### src/rtl/sac_map.svh
// named constants for the converter control block and its host
`ifndef SAC_MAP_SVH
`define SAC_MAP_SVH
`define SAC_CODE_W        8
`define SAC_ZERO_CODE     8'h00
`define SAC_FULL_CODE     8'hff
`define SAC_RESULT_RST    8'h00
`define SAC_BUS_FLOAT     8'hff
`define SAC_SETUP_TICKS   8'h08
`define SAC_TICKS_BIT     8'h08
`define SAC_MSB_IDX       3'h7
`define SAC_LSB_IDX       3'h0
`define SAC_PINS_IDLE     4'hf
`define SAC_HOST_WAIT     7'h4a
`define SAC_CNT8_ZERO     8'h00
`define SAC_CNT7_ZERO     7'h00
`define SAC_CNT8_ONE      8'h01
`define SAC_CNT7_ONE      7'h01
`define SAC_PIN_CS        3
`define SAC_PIN_WR        2
`define SAC_PIN_RD        1
`define SAC_PIN_CLK       0
`endif

### src/rtl/sac_pkg.sv
// shared types for the converter control block and its host
`include "sac_map.svh"
package sac_pkg;
  // device end conversion sequencer
  typedef enum logic [1:0] {
    SAC_IDLE = 2'b00,
    SAC_HOLD = 2'b01,
    SAC_CONV = 2'b10
  } sac_state_t;
  // host end access sequencer
  typedef enum logic [2:0] {
    SAC_H_PWR  = 3'b000,
    SAC_H_IDLE = 3'b001,
    SAC_H_WR   = 3'b010,
    SAC_H_WAIT = 3'b011,
    SAC_H_RD   = 3'b100,
    SAC_H_FREE = 3'b101
  } sac_hstate_t;
  typedef logic [`SAC_CODE_W-1:0] sac_code_t;
endpackage : sac_pkg

### src/rtl/sac_bus_if.sv
// microprocessor bus between converter and host, with resolved data lines
`timescale 1ns/1ps
`include "sac_map.svh"
interface sac_bus_if;
  logic                   cs_n;       // chip select, active low
  logic                   wr_n;       // start strobe, active low
  logic                   rd_n;       // read strobe, active low
  logic                   conv_clk;   // converter clock from host
  logic                   done_irq_n; // completion, active low
  logic                   data_oe;    // device drives data lines
  logic [`SAC_CODE_W-1:0] data_out;   // device output latch
  logic [`SAC_CODE_W-1:0] data_bus;   // resolved bus level
  // pull-ups float the lines high when nobody drives
  assign data_bus = data_oe ? data_out : `SAC_BUS_FLOAT;
  modport dev (input cs_n, input wr_n, input rd_n, input conv_clk,
               output data_out, output data_oe, output done_irq_n);
  modport host (output cs_n, output wr_n, output rd_n, output conv_clk,
                input data_bus, input done_irq_n);
endinterface : sac_bus_if

### src/rtl/sac_dev.sv
// converter end: bus strobes, conversion sequencer, result latch, completion flag
//
// Contract
// - cs and wr low, then release, restarts
// - aborted conversion never loads result latch
// - last completed result stays until next completes
// - free run: cs, rd low, done to wr
// - host pulses done/wr node low after power-up
// - host waits 74 converter clocks before reading
// - host may use done as interrupt request
// - host write strobe with chip select starts
// - host read strobe with chip select reads
// - write data ignored, any write starts
// - unsigned binary, zero code at zero difference
// - full scale reaches all ones code
// - converter clock external or internal oscillator
`timescale 1ns/1ps
`include "sac_map.svh"
module sac_dev
  import sac_pkg::*;
#(
  parameter int RC_DIV = 20                 // system clocks per internal oscillator tick
) (
  input  wire logic       clk_sys,          // system clock, 20 MHz
  input  wire logic       rst,              // async reset, active high
  sac_bus_if.dev          bus,              // microprocessor bus pins
  input  wire sac_code_t  analog_in_pos,    // positive input, digitised level
  input  wire sac_code_t  analog_in_neg,    // negative input, digitised level
  input  wire logic       clk_sel,          // 1 internal oscillator, 0 external clock
  output logic            busy,             // conversion running
  output sac_code_t       result            // copy of output latch
);

  // refuse divider values the oscillator counter cannot hold
  generate
    if (RC_DIV < 2 || RC_DIV > 256) begin : g_bad_div
      $error("sac_dev: RC_DIV must lie in 2..256");
    end
  endgenerate

  localparam logic [7:0] RC_LAST = 8'(RC_DIV - 1); // last oscillator count

  sac_state_t state_reg;                    // sequencer state
  sac_state_t state_next;                   // next sequencer state
  logic [3:0] pin_meta_reg;                 // first sync stage, read only by second
  logic [3:0] pin_sync_reg;                 // second sync stage
  logic       clk_prev_reg;                 // delayed external clock for edge detect
  logic       rd_act_prev_reg;              // previous read access level
  logic [7:0] rc_cnt_reg;                   // internal oscillator divider
  logic [7:0] sub_cnt_reg;                  // ticks left in current step
  logic       setup_reg;                    // still in setup phase
  logic [2:0] bit_idx_reg;                  // bit under trial
  sac_code_t  sar_reg;                      // approximation register
  sac_code_t  result_reg;                   // output data latch
  logic       irq_n_reg;                    // completion flag, active low

  logic       cs_s;                         // synced chip select
  logic       wr_s;                         // synced write strobe
  logic       rd_s;                         // synced read strobe
  logic       hold;                         // select and write both low
  logic       rd_act;                       // select and read both low
  logic       rd_start;                     // first cycle of a read access
  logic       ext_tick;                     // rising edge of external clock
  logic       rc_tick;                      // internal oscillator tick
  logic       tick;                         // selected converter clock tick
  logic       step_end;                     // last tick of a step
  logic       decide;                       // a bit decision is made now
  logic       finish;                       // conversion completes now
  sac_code_t  diff;                         // input difference, floored at zero

  // unsigned difference; negative differences read as the zero code
  function automatic sac_code_t sac_diff(input sac_code_t pos, input sac_code_t neg);
    if (pos >= neg) begin
      return sac_code_t'(pos - neg);
    end
    return `SAC_ZERO_CODE;
  endfunction : sac_diff

  // one successive approximation trial, keeps the bit if not above input
  function automatic sac_code_t sac_decide(input sac_code_t cur,
                                           input logic [2:0] idx,
                                           input sac_code_t din);
    sac_code_t trial;
    trial = cur | sac_code_t'(`SAC_CNT8_ONE << idx);
    return (trial <= din) ? trial : cur;
  endfunction : sac_decide

  // bus pins come from another party, so two flops before any use
  always_ff @(posedge clk_sys or posedge rst) begin
    if (rst) begin
      pin_meta_reg <= `SAC_PINS_IDLE;
      pin_sync_reg <= `SAC_PINS_IDLE;
      clk_prev_reg <= 1'b1;
    end else begin
      pin_meta_reg <= {bus.cs_n, bus.wr_n, bus.rd_n, bus.conv_clk};
      pin_sync_reg <= pin_meta_reg;
      clk_prev_reg <= pin_sync_reg[`SAC_PIN_CLK];
    end
  end

  assign cs_s     = pin_sync_reg[`SAC_PIN_CS];
  assign wr_s     = pin_sync_reg[`SAC_PIN_WR];
  assign rd_s     = pin_sync_reg[`SAC_PIN_RD];
  // data lines never sampled: any write starts a conversion
  assign hold     = ~cs_s & ~wr_s;
  assign rd_act   = ~cs_s & ~rd_s;
  assign rd_start = rd_act & ~rd_act_prev_reg;
  assign ext_tick = pin_sync_reg[`SAC_PIN_CLK] & ~clk_prev_reg;
  assign diff     = sac_diff(analog_in_pos, analog_in_neg);

  // internal oscillator stands in for the resistor-capacitor clock
  always_ff @(posedge clk_sys or posedge rst) begin
    if (rst) begin
      rc_cnt_reg <= `SAC_CNT8_ZERO;
    end else if (rc_cnt_reg == RC_LAST) begin
      rc_cnt_reg <= `SAC_CNT8_ZERO;
    end else begin
      rc_cnt_reg <= rc_cnt_reg + `SAC_CNT8_ONE;
    end
  end

  assign rc_tick = (rc_cnt_reg == RC_LAST);
  // clock source choice is static; switching mid conversion may drop a tick
  assign tick    = clk_sel ? rc_tick : ext_tick;

  assign step_end = (state_reg == SAC_CONV) && tick && (sub_cnt_reg == `SAC_CNT8_ZERO);
  assign decide   = step_end && !setup_reg && !hold;
  assign finish   = decide && (bit_idx_reg == `SAC_LSB_IDX);

  // sequencer: a held start strobe aborts whatever runs
  always_comb begin
    state_next = state_reg;
    case (state_reg)
      SAC_IDLE: begin
        if (hold) begin
          state_next = SAC_HOLD;
        end
      end
      SAC_HOLD: begin
        if (!hold) begin
          state_next = SAC_CONV;
        end
      end
      SAC_CONV: begin
        if (hold) begin
          state_next = SAC_HOLD;
        end else if (finish) begin
          state_next = SAC_IDLE;
        end
      end
      default: begin
        state_next = SAC_IDLE;
      end
    endcase
  end

  // state register
  always_ff @(posedge clk_sys or posedge rst) begin
    if (rst) begin
      state_reg <= SAC_IDLE;
    end else begin
      state_reg <= state_next;
    end
  end

  // step timing: setup phase, then one step per bit, msb first
  always_ff @(posedge clk_sys or posedge rst) begin
    if (rst) begin
      sub_cnt_reg <= `SAC_CNT8_ZERO;
      setup_reg   <= 1'b1;
      bit_idx_reg <= `SAC_MSB_IDX;
    end else if (state_reg != SAC_CONV || hold) begin
      // reload while waiting, so a restart begins from the top
      sub_cnt_reg <= `SAC_SETUP_TICKS - `SAC_CNT8_ONE;
      setup_reg   <= 1'b1;
      bit_idx_reg <= `SAC_MSB_IDX;
    end else if (step_end) begin
      sub_cnt_reg <= `SAC_TICKS_BIT - `SAC_CNT8_ONE;
      setup_reg   <= 1'b0;
      if (!setup_reg) begin
        bit_idx_reg <= bit_idx_reg - 3'h1;
      end
    end else if (tick) begin
      sub_cnt_reg <= sub_cnt_reg - `SAC_CNT8_ONE;
    end
  end

  // approximation register, cleared on every start
  always_ff @(posedge clk_sys or posedge rst) begin
    if (rst) begin
      sar_reg <= `SAC_ZERO_CODE;
    end else if (state_reg != SAC_CONV) begin
      sar_reg <= `SAC_ZERO_CODE;
    end else if (decide) begin
      sar_reg <= sac_decide(sar_reg, bit_idx_reg, diff);
    end
  end

  // output latch loads only on a completed conversion
  always_ff @(posedge clk_sys or posedge rst) begin
    if (rst) begin
      result_reg <= `SAC_RESULT_RST;
    end else if (finish) begin
      // lsb decision folded in here to save a cycle
      result_reg <= sac_decide(sar_reg, bit_idx_reg, diff);
    end
  end
  // otherwise the latch keeps the last good code, aborts included

  // read edge detect for clearing the completion flag
  always_ff @(posedge clk_sys or posedge rst) begin
    if (rst) begin
      rd_act_prev_reg <= 1'b0;
    end else begin
      rd_act_prev_reg <= rd_act;
    end
  end

  // completion flag: completion wins over a clear in the same cycle
  always_ff @(posedge clk_sys or posedge rst) begin
    if (rst) begin
      irq_n_reg <= 1'b1;
    end else if (finish) begin
      irq_n_reg <= 1'b0;
    end else if (hold || rd_start) begin
      irq_n_reg <= 1'b1;
    end
  end

  // bus outputs; data stays parked on the latch, enable gates the lines
  assign bus.data_out   = result_reg;
  assign bus.data_oe    = rd_act;
  assign bus.done_irq_n = irq_n_reg;
  assign busy           = (state_reg == SAC_CONV);
  assign result         = result_reg;

endmodule : sac_dev

### src/flat_wrapper.sv
// flat-port wrapper written by rule: the top's interface ports become plain ports
module sac_dev_flat import sac_pkg::*;
#(
  parameter int RC_DIV = 20                                                              
)
  (clk_sys, rst, analog_in_pos, analog_in_neg, clk_sel, busy, result, bus_cs_n, bus_wr_n, bus_rd_n, bus_conv_clk, bus_data_out, bus_data_oe, bus_done_irq_n);
  sac_bus_if bus_i ();
  input  wire logic clk_sys;
  input  wire logic rst;
  input  wire sac_code_t analog_in_pos;
  input  wire sac_code_t analog_in_neg;
  input  wire logic clk_sel;
  output logic busy;
  output sac_code_t result;
  input wire logic [$bits(bus_i.cs_n)-1:0] bus_cs_n;
  input wire logic [$bits(bus_i.wr_n)-1:0] bus_wr_n;
  input wire logic [$bits(bus_i.rd_n)-1:0] bus_rd_n;
  input wire logic [$bits(bus_i.conv_clk)-1:0] bus_conv_clk;
  output wire logic [$bits(bus_i.data_out)-1:0] bus_data_out;
  output wire logic [$bits(bus_i.data_oe)-1:0] bus_data_oe;
  output wire logic [$bits(bus_i.done_irq_n)-1:0] bus_done_irq_n;
  assign bus_i.cs_n = bus_cs_n;
  assign bus_i.wr_n = bus_wr_n;
  assign bus_i.rd_n = bus_rd_n;
  assign bus_i.conv_clk = bus_conv_clk;
  assign bus_data_out = bus_i.data_out;
  assign bus_data_oe = bus_i.data_oe;
  assign bus_done_irq_n = bus_i.done_irq_n;
  sac_dev #(.RC_DIV(RC_DIV)) u_core (.clk_sys(clk_sys), .rst(rst), .bus(bus_i), .analog_in_pos(analog_in_pos), .analog_in_neg(analog_in_neg), .clk_sel(clk_sel), .busy(busy), .result(result));
endmodule
### config.mk
export PLATFORM = sky130hd
export DESIGN_NAME = sac_dev_flat
export DESIGN_NICKNAME = d
export VERILOG_FILES = /design/src/rtl/sac_pkg.sv /design/src/rtl/sac_bus_if.sv /design/src/rtl/sac_dev.sv /design/src/flat_wrapper.sv
export VERILOG_INCLUDE_DIRS = /design/src /design/src/rtl
export SDC_FILE = /design/constraint.sdc
export NUM_CORES = 1
export LEC_CHECK = 0
export BUFFER_PORTS_ARGS = -buffer_cell sky130_fd_sc_hd__buf_2
export CAP_MARGIN = 30
export CORE_MARGIN = 1.5
export CORE_UTILIZATION = 52
export DETAILED_ROUTE_END_ITERATION = 10
export PLACE_DENSITY = 0.75
export RECOVER_POWER = 50
export REMOVE_ABC_BUFFERS = 1
export SLEW_MARGIN = 40
export SYNTH_ARGS = -nofsm -noshare
export SYNTH_HDL_FRONTEND = slang
export SYNTH_SLANG_ARGS = --single-unit
### constraint.sdc
create_clock -name clk_sys -period 2.4 [get_ports clk_sys]
set_clock_uncertainty 0.05 [all_clocks]
set_input_delay 0.48 -clock clk_sys [delete_from_list [all_inputs] [get_ports clk_sys]]
set_output_delay 0.48 -clock clk_sys [all_outputs]
set_load 0.02 [all_outputs]
Word-level counts from Yosys, hierarchy flattened

Cells that the tools add are included.
Widths: inputs -> output; s select.

Bits in registers: 49
Bits in latches: 0
Memory bits (writable): 0
Bits in read-only memories: 0
Input bits: 23
Output and inout port bits: 19
Logic and storage cells: 78
Memories kept: 0

$add $sub $neg: 4
Multiply operators: 0
Divide/modulo/power cells: 0
$lt $le $gt $ge: 2
Equality and inequality tests: 8
Shifts and indexed selects: 1
Multiplexer cells: 23
Bitwise operators: 10
Reductions and logical operators: 18

Operators with widths:

| kind                | count |
|---|---|
| $mux 8              | 9 |
| $mux 3              | 3 |
| $add 8x1->8 const B | 1 |
| $eq 8x5->1 const B  | 1 |
| $ge 8x8->1          | 1 |
| $le 8x8->1          | 1 |
| $logic_not 8->1     | 1 |
| $mux 2              | 4 |
| $or 8x8->8          | 1 |
| $shl 1x3->8 const A | 1 |
| $sub 8x1->8 const B | 1 |
| $sub 8x8->8         | 1 |
| $mux 1              | 6 |
| $ne 2x2->1 const B  | 3 |
| $pmux 2 s3          | 1 |
| $reduce_bool 2->1   | 3 |
| $logic_and 1x1->1   | 5 |
| $not 1->1           | 5 |
| $and 1x1->1         | 4 |
| $logic_not 3->1     | 1 |
| $ne 3x1->1 const B  | 1 |
| $reduce_and 3->1    | 1 |
| $reduce_bool 3->1   | 1 |
| $sub 3x1->3 const B | 1 |
| 7 further kinds     | 9 |

Longest topological paths before layout

Gate-level depths: netlist of run 1.

Depth in word-level cells: 11
Depth in mapped cells: 15
Depth with buffers taken out: 14

Least setup slack after synthesis of run 1

OpenSTA, ideal clock, no wires.

Path type: input port to flip-flop
Start point: input analog_in_neg[2]
End point: register u_core.sar_reg[4]
Setup time: 0.147 ns
Arrival: 3.300 ns
Data required time: 2.203 ns
Slack: -1.097 ns
Stages: 14
Path buffers: 1
Cells stage by stage: inv_1 -> ha_1 -> nor2b_1 -> o31a_1 -> o31a_1 -> o31a_1 -> o211ai_1 -> ha_1 -> nand3_1 -> nor2_1 -> a32o_1 -> a21oi_1 -> clkbuf_1 -> o41ai_2

Cells in the longest elaborated chain, start to end: 7
Elaborated cells between the ends (all ways): 9
Those cells by class: 1 x add/sub; 2 x order compare; 6 x mux

RTL lines:

| element                                   | line                         | text |
|---|---|---|
| from (decl)                               | flat_wrapper.sv:11           | `input wire sac_code_t analog_in_neg;` |
| $sub 8x8->8 or $ge 8x8->1 (tied branches) | sac_dev.sv:74, sac_dev.sv:73 |  |
| $mux 8 or $mux 1 (tied branches)          | sac_dev.sv:73                | `if (pos >= neg) begin` |
| $mux 8 *                                  | sac_dev.sv:76                | `` return `SAC_ZERO_CODE; `` |
| $le 8x8->1 *                              | sac_dev.sv:85                | `return (trial <= din) ? trial : cur;` |
| $mux 8 * (3 in series)                    | -                            |  |
| to (signal assigned)                      | sac_dev.sv:191               | `` sar_reg <= `SAC_ZERO_CODE; `` |
| to (signal assigned)                      | sac_dev.sv:193               | `` sar_reg <= `SAC_ZERO_CODE; `` |
| to (signal assigned)                      | sac_dev.sv:195               | `sar_reg <= sac_decide(sar_reg, bit_idx_reg, diff);` |
| to (decl)                                 | sac_dev.sv:53                | `sac_code_t sar_reg;` |

Every way passes the cells marked *; elsewhere a longest branch is shown, timed or not. The select of a mux whose other input is x is not followed.
A chain may end at the register's enable or synchronous reset.

Worst setup path in the final report of run 1

Start point: input analog_in_pos[0]
End point: register u_core.sar_reg[6]

Cells in the longest elaborated chain, start to end: 7
Elaborated cells between the ends (all ways): 9
Those cells by class: 1 x add/sub; 2 x order compare; 6 x mux

RTL lines:

| element                                   | line                         | text |
|---|---|---|
| from (decl)                               | flat_wrapper.sv:10           | `input wire sac_code_t analog_in_pos;` |
| $sub 8x8->8 or $ge 8x8->1 (tied branches) | sac_dev.sv:74, sac_dev.sv:73 |  |
| $mux 8 or $mux 1 (tied branches)          | sac_dev.sv:73                |  |
| $mux 8 *                                  | sac_dev.sv:76                |  |
| $le 8x8->1 *                              | sac_dev.sv:85                |  |
| $mux 8 * (3 in series)                    | -                            |  |

Marks and branches as above.

==> results of run 1 <==
## per-stage QoR
step           area (sq um)  util (%)  std cells  hold slack [ps]  TNS (ps)
3_5_place_dp           3370      64.4        418              298    -14230
3_3_place_gp           3370      64.4        418              296    -11960
4_1_cts                3580      68.4        430              188     -9410
2_1_floorplan          2800         -        271              295    -14570
6_report               3620      69.1        431              222     -8940
5_1_grt                3620      69.1        431              195     -9820
## power by group through the flow
stage,sequential [mW],clock (mW),combinational [mW]
after global routing,0.860,0.545,0.423
after CTS,0.858,0.506,0.380
final,0.858,0.486,0.387
after global placement,0.872,0,0.319
after detailed placement,0.873,0,0.329
after floorplan,0.870,0,0.194
## layout make-up
type	count	area, sq um
fillers	390	1620
well taps	70	87.6
repair buffers	82	528
flip-flops and latches	49	1240
clock inverters	3	21.3
multi-input cells	204	1600
inverters	18	70.1
clock buffers	5	68.8
## final timing paths
check / start / endpoint / slack (ps) / depth (start not counted)
worst max-delay path: analog_in_pos[0] / u_core.sar_reg[6] / -760 / 16
worst min-delay path: bus_wr_n / u_core.pin_meta_reg[2] / 220 / 1
worst max register to register: u_core.bit_idx_reg[0] / u_core.sar_reg[6] / -60 / 11
worst min register to register: u_core.pin_meta_reg[2] / u_core.pin_sync_reg[2] / 310 / 0
max in group asynchronous: rst / u_core.rc_cnt_reg[4] / 470 / 3
min in group asynchronous: rst / u_core.sar_reg[6] / 340 / 2
## logic make-up after synthesis
family	after synthesis	synth area share (%)
compound gates	59	16.4
buf+inv	33	5.63
mux	9	3.29
fa+ha+maj	24	10.6
xor+xnor	12	3.64
flops	49	43.0
simple gates	100	17.4
## routing by layer
layer | vias to the layer above | wire length (um) | GRT usage, %
li1 | 1151 | - | -
met1 | 1114 | 2800 | 28.4
met2 | 55 | 3060 | 38.2
met3 | 9 | 267 | 4.12
met4 | 0 | 59 | 7.09
met5 | - | 0 | 0
## placed cells by master, fill, tap and decap left out, drive strengths merged, types with 4 or more instances in the layout
cell type / instances
a21o: 6
a21oi: 11
buf: 80
clkbuf: 6
dfrtp: 35
dfstp: 14
ha: 23
inv: 19
mux2: 4
mux2i: 5
nand2: 27
nand2b: 6
nand3: 10
nor2: 25
nor2b: 5
nor3: 5
nor4: 4
o21ai: 14
o31a: 4
o31ai: 5
o41ai: 5
xnor2: 9
## Yosys cell counts (4+ instances only)
| cell | n |
|---|---|
| a21o_1 | 6 |
| nand2b_1 | 6 |
| nand2_1 | 27 |
| nor2b_1 | 5 |
| nor2_1 | 25 |
| o41ai_2 | 4 |
| mux2_1 | 4 |
| nor3_1 | 5 |
| buf_4 | 8 |
| xnor2_1 | 9 |
| inv_1 | 18 |
| mux2i_1 | 5 |
| ha_1 | 23 |
| dfstp_2 | 14 |
| o31a_1 | 4 |
| a21oi_1 | 11 |
| nand3_1 | 9 |
| clkbuf_1 | 5 |
| nor4_1 | 4 |
| o21ai_0 | 11 |
| dfrtp_1 | 35 |
## timing repair
item                       4_1_cts  5_1_grt
setup endpoints to repair       12       21
buffers inserted                 4        1
resized for setup               26        6
pin swaps                       22       12
gates cloned                     0        0
==> qor.yml, run 1 <==
synth_area_sq_um: 2890
hold_viol: 0
cts_tree: "done"
start_util_pct: 55.2
die_h_um: 77.6
antennaDiodeCount: 0
critical_path.max_stage_delay_ps: 340
pin_count: 42
final_max_slew_viol_count: 0
grt_overflow: 0
dp_worst_setup_slack_ps: -1310
criticalPathCategory: "in -> reg"
slew_headroom_pct: 31.7
total_leakage_power_nw: 1.84
clkTransAtPathRegs_ps: 100
synth_ff_type: "dfrtp_1"
seqPwrFrac_pct: 49.6
drt_iter0_drc: 127
rows: 26
worstPathRequired_ps: 2560
io_buffer_count: 41
route.detailed.drc: 0
fin_crit_sh_pct: 132
internal_power_mw: 1.23
netlist_top_cells_area: "dfrtp_1 30%, dfstp_2 13%, ha_1 10%"
dp_hpwl_um: 4520
cts_buffers: 5
grt_max_degree: 27
tightest_slew_ps: 1020
coreArea_sq_um: 5240
async_flop_share_pct: 100
synth_top_cell_area_share_pct: 30.3
pwr-share-comb_pct: 22.3
sw_frac_of_total_pct: 29.2
antenna_found_initial: 0
worst_setup_path_start_kind: "input pin"
wirelength_um: 6190
synth_top_area_cell: "dfrtp_1"
synth-edff-count: 0
dieArea_sq_um: 6020
vias_per_cell: 5.40
timing.critical_path.buf_inv: 3
crit_chain: "buf_6 > inv_4 > ha_4 > fa_2 > nor2b_2 > o31a_1 > o31a_1 > o31a_1 > o21ai_1 > ha_1 > a21o_1 > a21oi_2 > a32o_2 > a21oi_2 > buf_6 > o41ai_4"
clkPwrFrac_pct: 28.1
rsz0062_at_grt: "yes"
avgSynthCellArea_sq_um: 10.1
max_freq_ghz: 0.316
grt_pass1_wl_um: 10600
setup_slack_ps: -762
routabilityCongestion: 0.860
ys_seq_area_share_pct: 43.0
cts_root_buf: "clkbuf_8"
synth-seq-cells: 49
path_max_fanout: 7
htree_levels: 2
slowest_stage: "o31a_1"
ant_nets: 0
yosys_warnings: 0
switchingPower_uw: 506
die_x_um: 77.6
hp-class: "in -> reg"
grt_pass1_vias: 2341
status: "finished, violations left"
drive_gt1_share_pct: 36.6
firstDrtPassIters: 4
setup_viol: 12
layout.nets: 407
peakVddDrop_uv: 565
synth_cell_type_count: 51
cp_top_family: "compound AO/OA/AOI/OAI gates"
post_drt_wl_per_cell_um: 14.4
min_period_ps: 3160
vias: 2329
ctsLongestPathBuffers: 2
grt_usage_pct: 22.3
path_common_cell: "o31a_1"
arrival_ps: 3320
syn2layout_area_growth_pct: 25.2
endpoint_kind: "register"
power.density_nw_per_um2: 478
failed_checks: "negative setup slack"
total_power_mw: 1.73
cap_violations: 0
holdBufCountCts: 0
clkSinkCount: 49
netlist_instances: 286
clock_latency_ps: 310
Note: power is estimated with default switching activity, not from simulation.
==> inputs of run 2 (changes only) <==
--- a/config.mk
+++ b/config.mk
@@ -6,15 +6,15 @@
 export SDC_FILE = /design/constraint.sdc
 export NUM_CORES = 1
 export LEC_CHECK = 0
+export ABC_AREA = 1
 export BUFFER_PORTS_ARGS = -buffer_cell sky130_fd_sc_hd__buf_2
 export CAP_MARGIN = 30
 export CORE_MARGIN = 1.5
 export CORE_UTILIZATION = 52
 export DETAILED_ROUTE_END_ITERATION = 10
-export PLACE_DENSITY = 0.75
+export PLACE_DENSITY = 0.74
 export RECOVER_POWER = 50
 export REMOVE_ABC_BUFFERS = 1
-export SLEW_MARGIN = 40
 export SYNTH_ARGS = -nofsm -noshare
 export SYNTH_HDL_FRONTEND = slang
 export SYNTH_SLANG_ARGS = --single-unit
==> run 2 against run 1 <==
Net effect: the run still ends with negative setup slack left; first-iteration DRC count is 61% higher; sequential share of layout area shrank 2.4 points; sequential power about the same; critical path type unchanged; critical endpoint is now u_core.bus.data_out[4].
==> qor.yml, run 2 <==
htree_levels: 2
endpoint_kind: "register"
hp-class: "in -> reg"
synth_area_sq_um: 2980
hp-start: "bus_wr_n"
setup_slack_ps: -355
dp_cells: 505
ant_nets: 0
grt_overflow: 0
worstPathRequired_ps: 2580
synth_top_area_cell: "dfrtp_1"
synth_cell_type_count: 32
r2r-start: "u_core.bit_idx_reg[0]"
total_power_mw: 1.87
fin_crit_sh_pct: 115
mostFrequentLayoutCells: "78 x nand2_1, 68 x inv_1, 39 x buf_2"
clkTransAtPathRegs_ps: 110
r2r_setup_slack_ps: -140
grt_usage_pct: 22.2
worst_setup_path_start_kind: "input pin"
post_drt_wl_per_cell_um: 13.0
slew_headroom_pct: 25.3
rsz0062_at_grt: "yes"
route.detailed.drc: 0
min_period_ps: 2750
netlist_instances: 376
synth_top_cell_area_share_pct: 29.4
synthTopCellsByCount: "87 x nand2_1, 71 x inv_1, 35 x dfrtp_1"
setup_viol: 16
drt_iter0_drc: 204
io_buffer_count: 41
cap_violations: 0
fillers: 429
avgSynthCellArea_sq_um: 7.93
cts_root_buf: "clkbuf_8"
clkSinkCount: 49
routed-wl-met3_um: 304
grt_pass1_wl_um: 11000
critical_path.max_stage_delay_ps: 350
vias_per_cell: 5.12
final_max_slew_viol_count: 0
crit_chain: "buf_6 > inv_4 > ha_4 > fa_2 > inv_2 > a21oi_2 > o21ai_2 > nand2_1 > nand4_1 > nand3_1 > ha_4 > nand2_4 > nor2_4 > buf_6 > nand2_4 > nand2_8 > nand3_2 > nand2_1 > nand2_1 > nand2_1 > inv_1"
failed_checks: "negative setup slack"
antennaDiodeCount: 0
holdWs_ps: 196
rows: 27
synth-seq-cells: 49
fin_cells: 523
dieArea_sq_um: 6190
path_common_cell: "nand2_1"
slowest_stage: "fa_2"
r2r_cells: 12
cp_top_family: "simple AND/OR/NAND/NOR gates"
syn2layout_area_growth_pct: 30.8
yosysMostFrequentCell: "nand2_1"
arrival_ps: 2930
synth-edff-count: 0
peakVddDrop_uv: 385
wl_met1_um: 2880
ys_seq_area_share_pct: 41.7
timing.critical_path.buf_inv: 5
dr_wl_met2_um: 3510
yosys_warnings: 0
layout.nets: 497
min_path_cells: 1
path_max_fanout: 7
drive_gt1_share_pct: 33.9
r2r_end: "u_core.bus.data_out[7]"
tightest_slew_ps: 1120
dp_hpwl_um: 4420
coreArea_sq_um: 5510
async_flop_share_pct: 100
antenna_found_initial: 0
clock_latency_ps: 320
dp_worst_setup_slack_ps: -1100
status: "finished, violations left"
power.density_nw_per_um2: 479
ctsLongestPathBuffers: 2
cts_tree: "done"
whs_endpoint: "u_core.pin_meta_reg[2]"
layout_commonest_cell: "nand2_1"
die_x_um: 78.7
die_h_um: 78.7
grt_max_degree: 26
grt_pass1_vias: 2602
criticalPathCategory: "in -> reg"
holdBufCountCts: 0
start_util_pct: 54.1
total_leakage_power_nw: 2.08
topRoutingLayerUsed: "met4"
hold_viol: 0
wirelength_um: 6820
vias: 2678
netlist_top_cells_area: "dfrtp_1 29%, dfstp_2 12%, nand2_1 11%"
cts_buffers: 5
max_freq_ghz: 0.363
pin_count: 42
firstDrtPassIters: 6
routabilityCongestion: 0.853
synth_ff_type: "dfrtp_1"
[run 2: kinds of logic after synthesis]
| logic type | synth area share (%) |
|---|---|
| AND/OR/NAND/NOR | 25.5 |
| buffers and inverters | 11.6 |
| XOR/XNOR | 1.47 |
| flip-flops | 41.7 |
| AO/OA/AOI/OAI | 9.36 |
| adder cells (fa/ha/maj) | 10.3 |
[run 2: worst max-delay path by stage]
stage	end	start	depth (start not counted)
after floorplan	u_core.bus.data_out[7]	analog_in_pos[0]	18
after global placement	u_core.bus.data_out[7]	analog_in_pos[0]	19
after detailed placement	u_core.sar_reg[7]	analog_in_pos[0]	19
after CTS	u_core.bus.data_out[4]	analog_in_neg[0]	20
after global routing	u_core.bus.data_out[6]	analog_in_pos[0]	21
final	u_core.bus.data_out[4]	analog_in_pos[0]	21
[run 2: worst register-to-register path: cells and delay by family, from the launching register on]
family,cells,cell delay (ps)
buffers and inverters,1,60
DFF,1,590
AOI/OAI and AO/OA,3,720
adders and majority gates,2,480
and+or+nand+nor,6,580
[run 2: layer usage]
metal	global-route usage, %	vias to the layer above
li1	-	1327
met1	27.0	1258
met2	39.7	79
met3	3.22	14
met4	8.39	0
met5	0	-
[run 2: stage by stage]
stage               util, %  setup TNS, ps  cell area, sq um
finish                 70.8          -4660              3900
global route           70.8          -7380              3900
CTS                    67.4          -4880              3710
detailed placement     61.9         -15720              3410
global placement       61.9         -13630              3410
floorplan                 -          -9050              2910
[run 2: report_power, final]
| group | internal (mW) | switching, mW |
|---|---|---|
| combinational | 0.204 | 0.259 |
| clock | 0.219 | 0.328 |
| sequential | 0.849 | 0.00801 |
[run 2: timing repair]
item	CTS	global route
buffers inserted	7	3
pin swaps	29	20
setup endpoints to repair	16	16
gates resized for setup	39	31
[run 2: layout make-up]
type                    instances  area (sq um)  share of cell area (%)
multi-input cells             244          1680                    43.1
flip-flops and latches         49          1240                    31.9
repair buffers                 77           508                    13.0
inverters                      73           277                    7.09
well taps                      72          90.1                    2.31
clock buffers                   5          68.8                    1.77
clock inverters                 3          28.8                   0.738
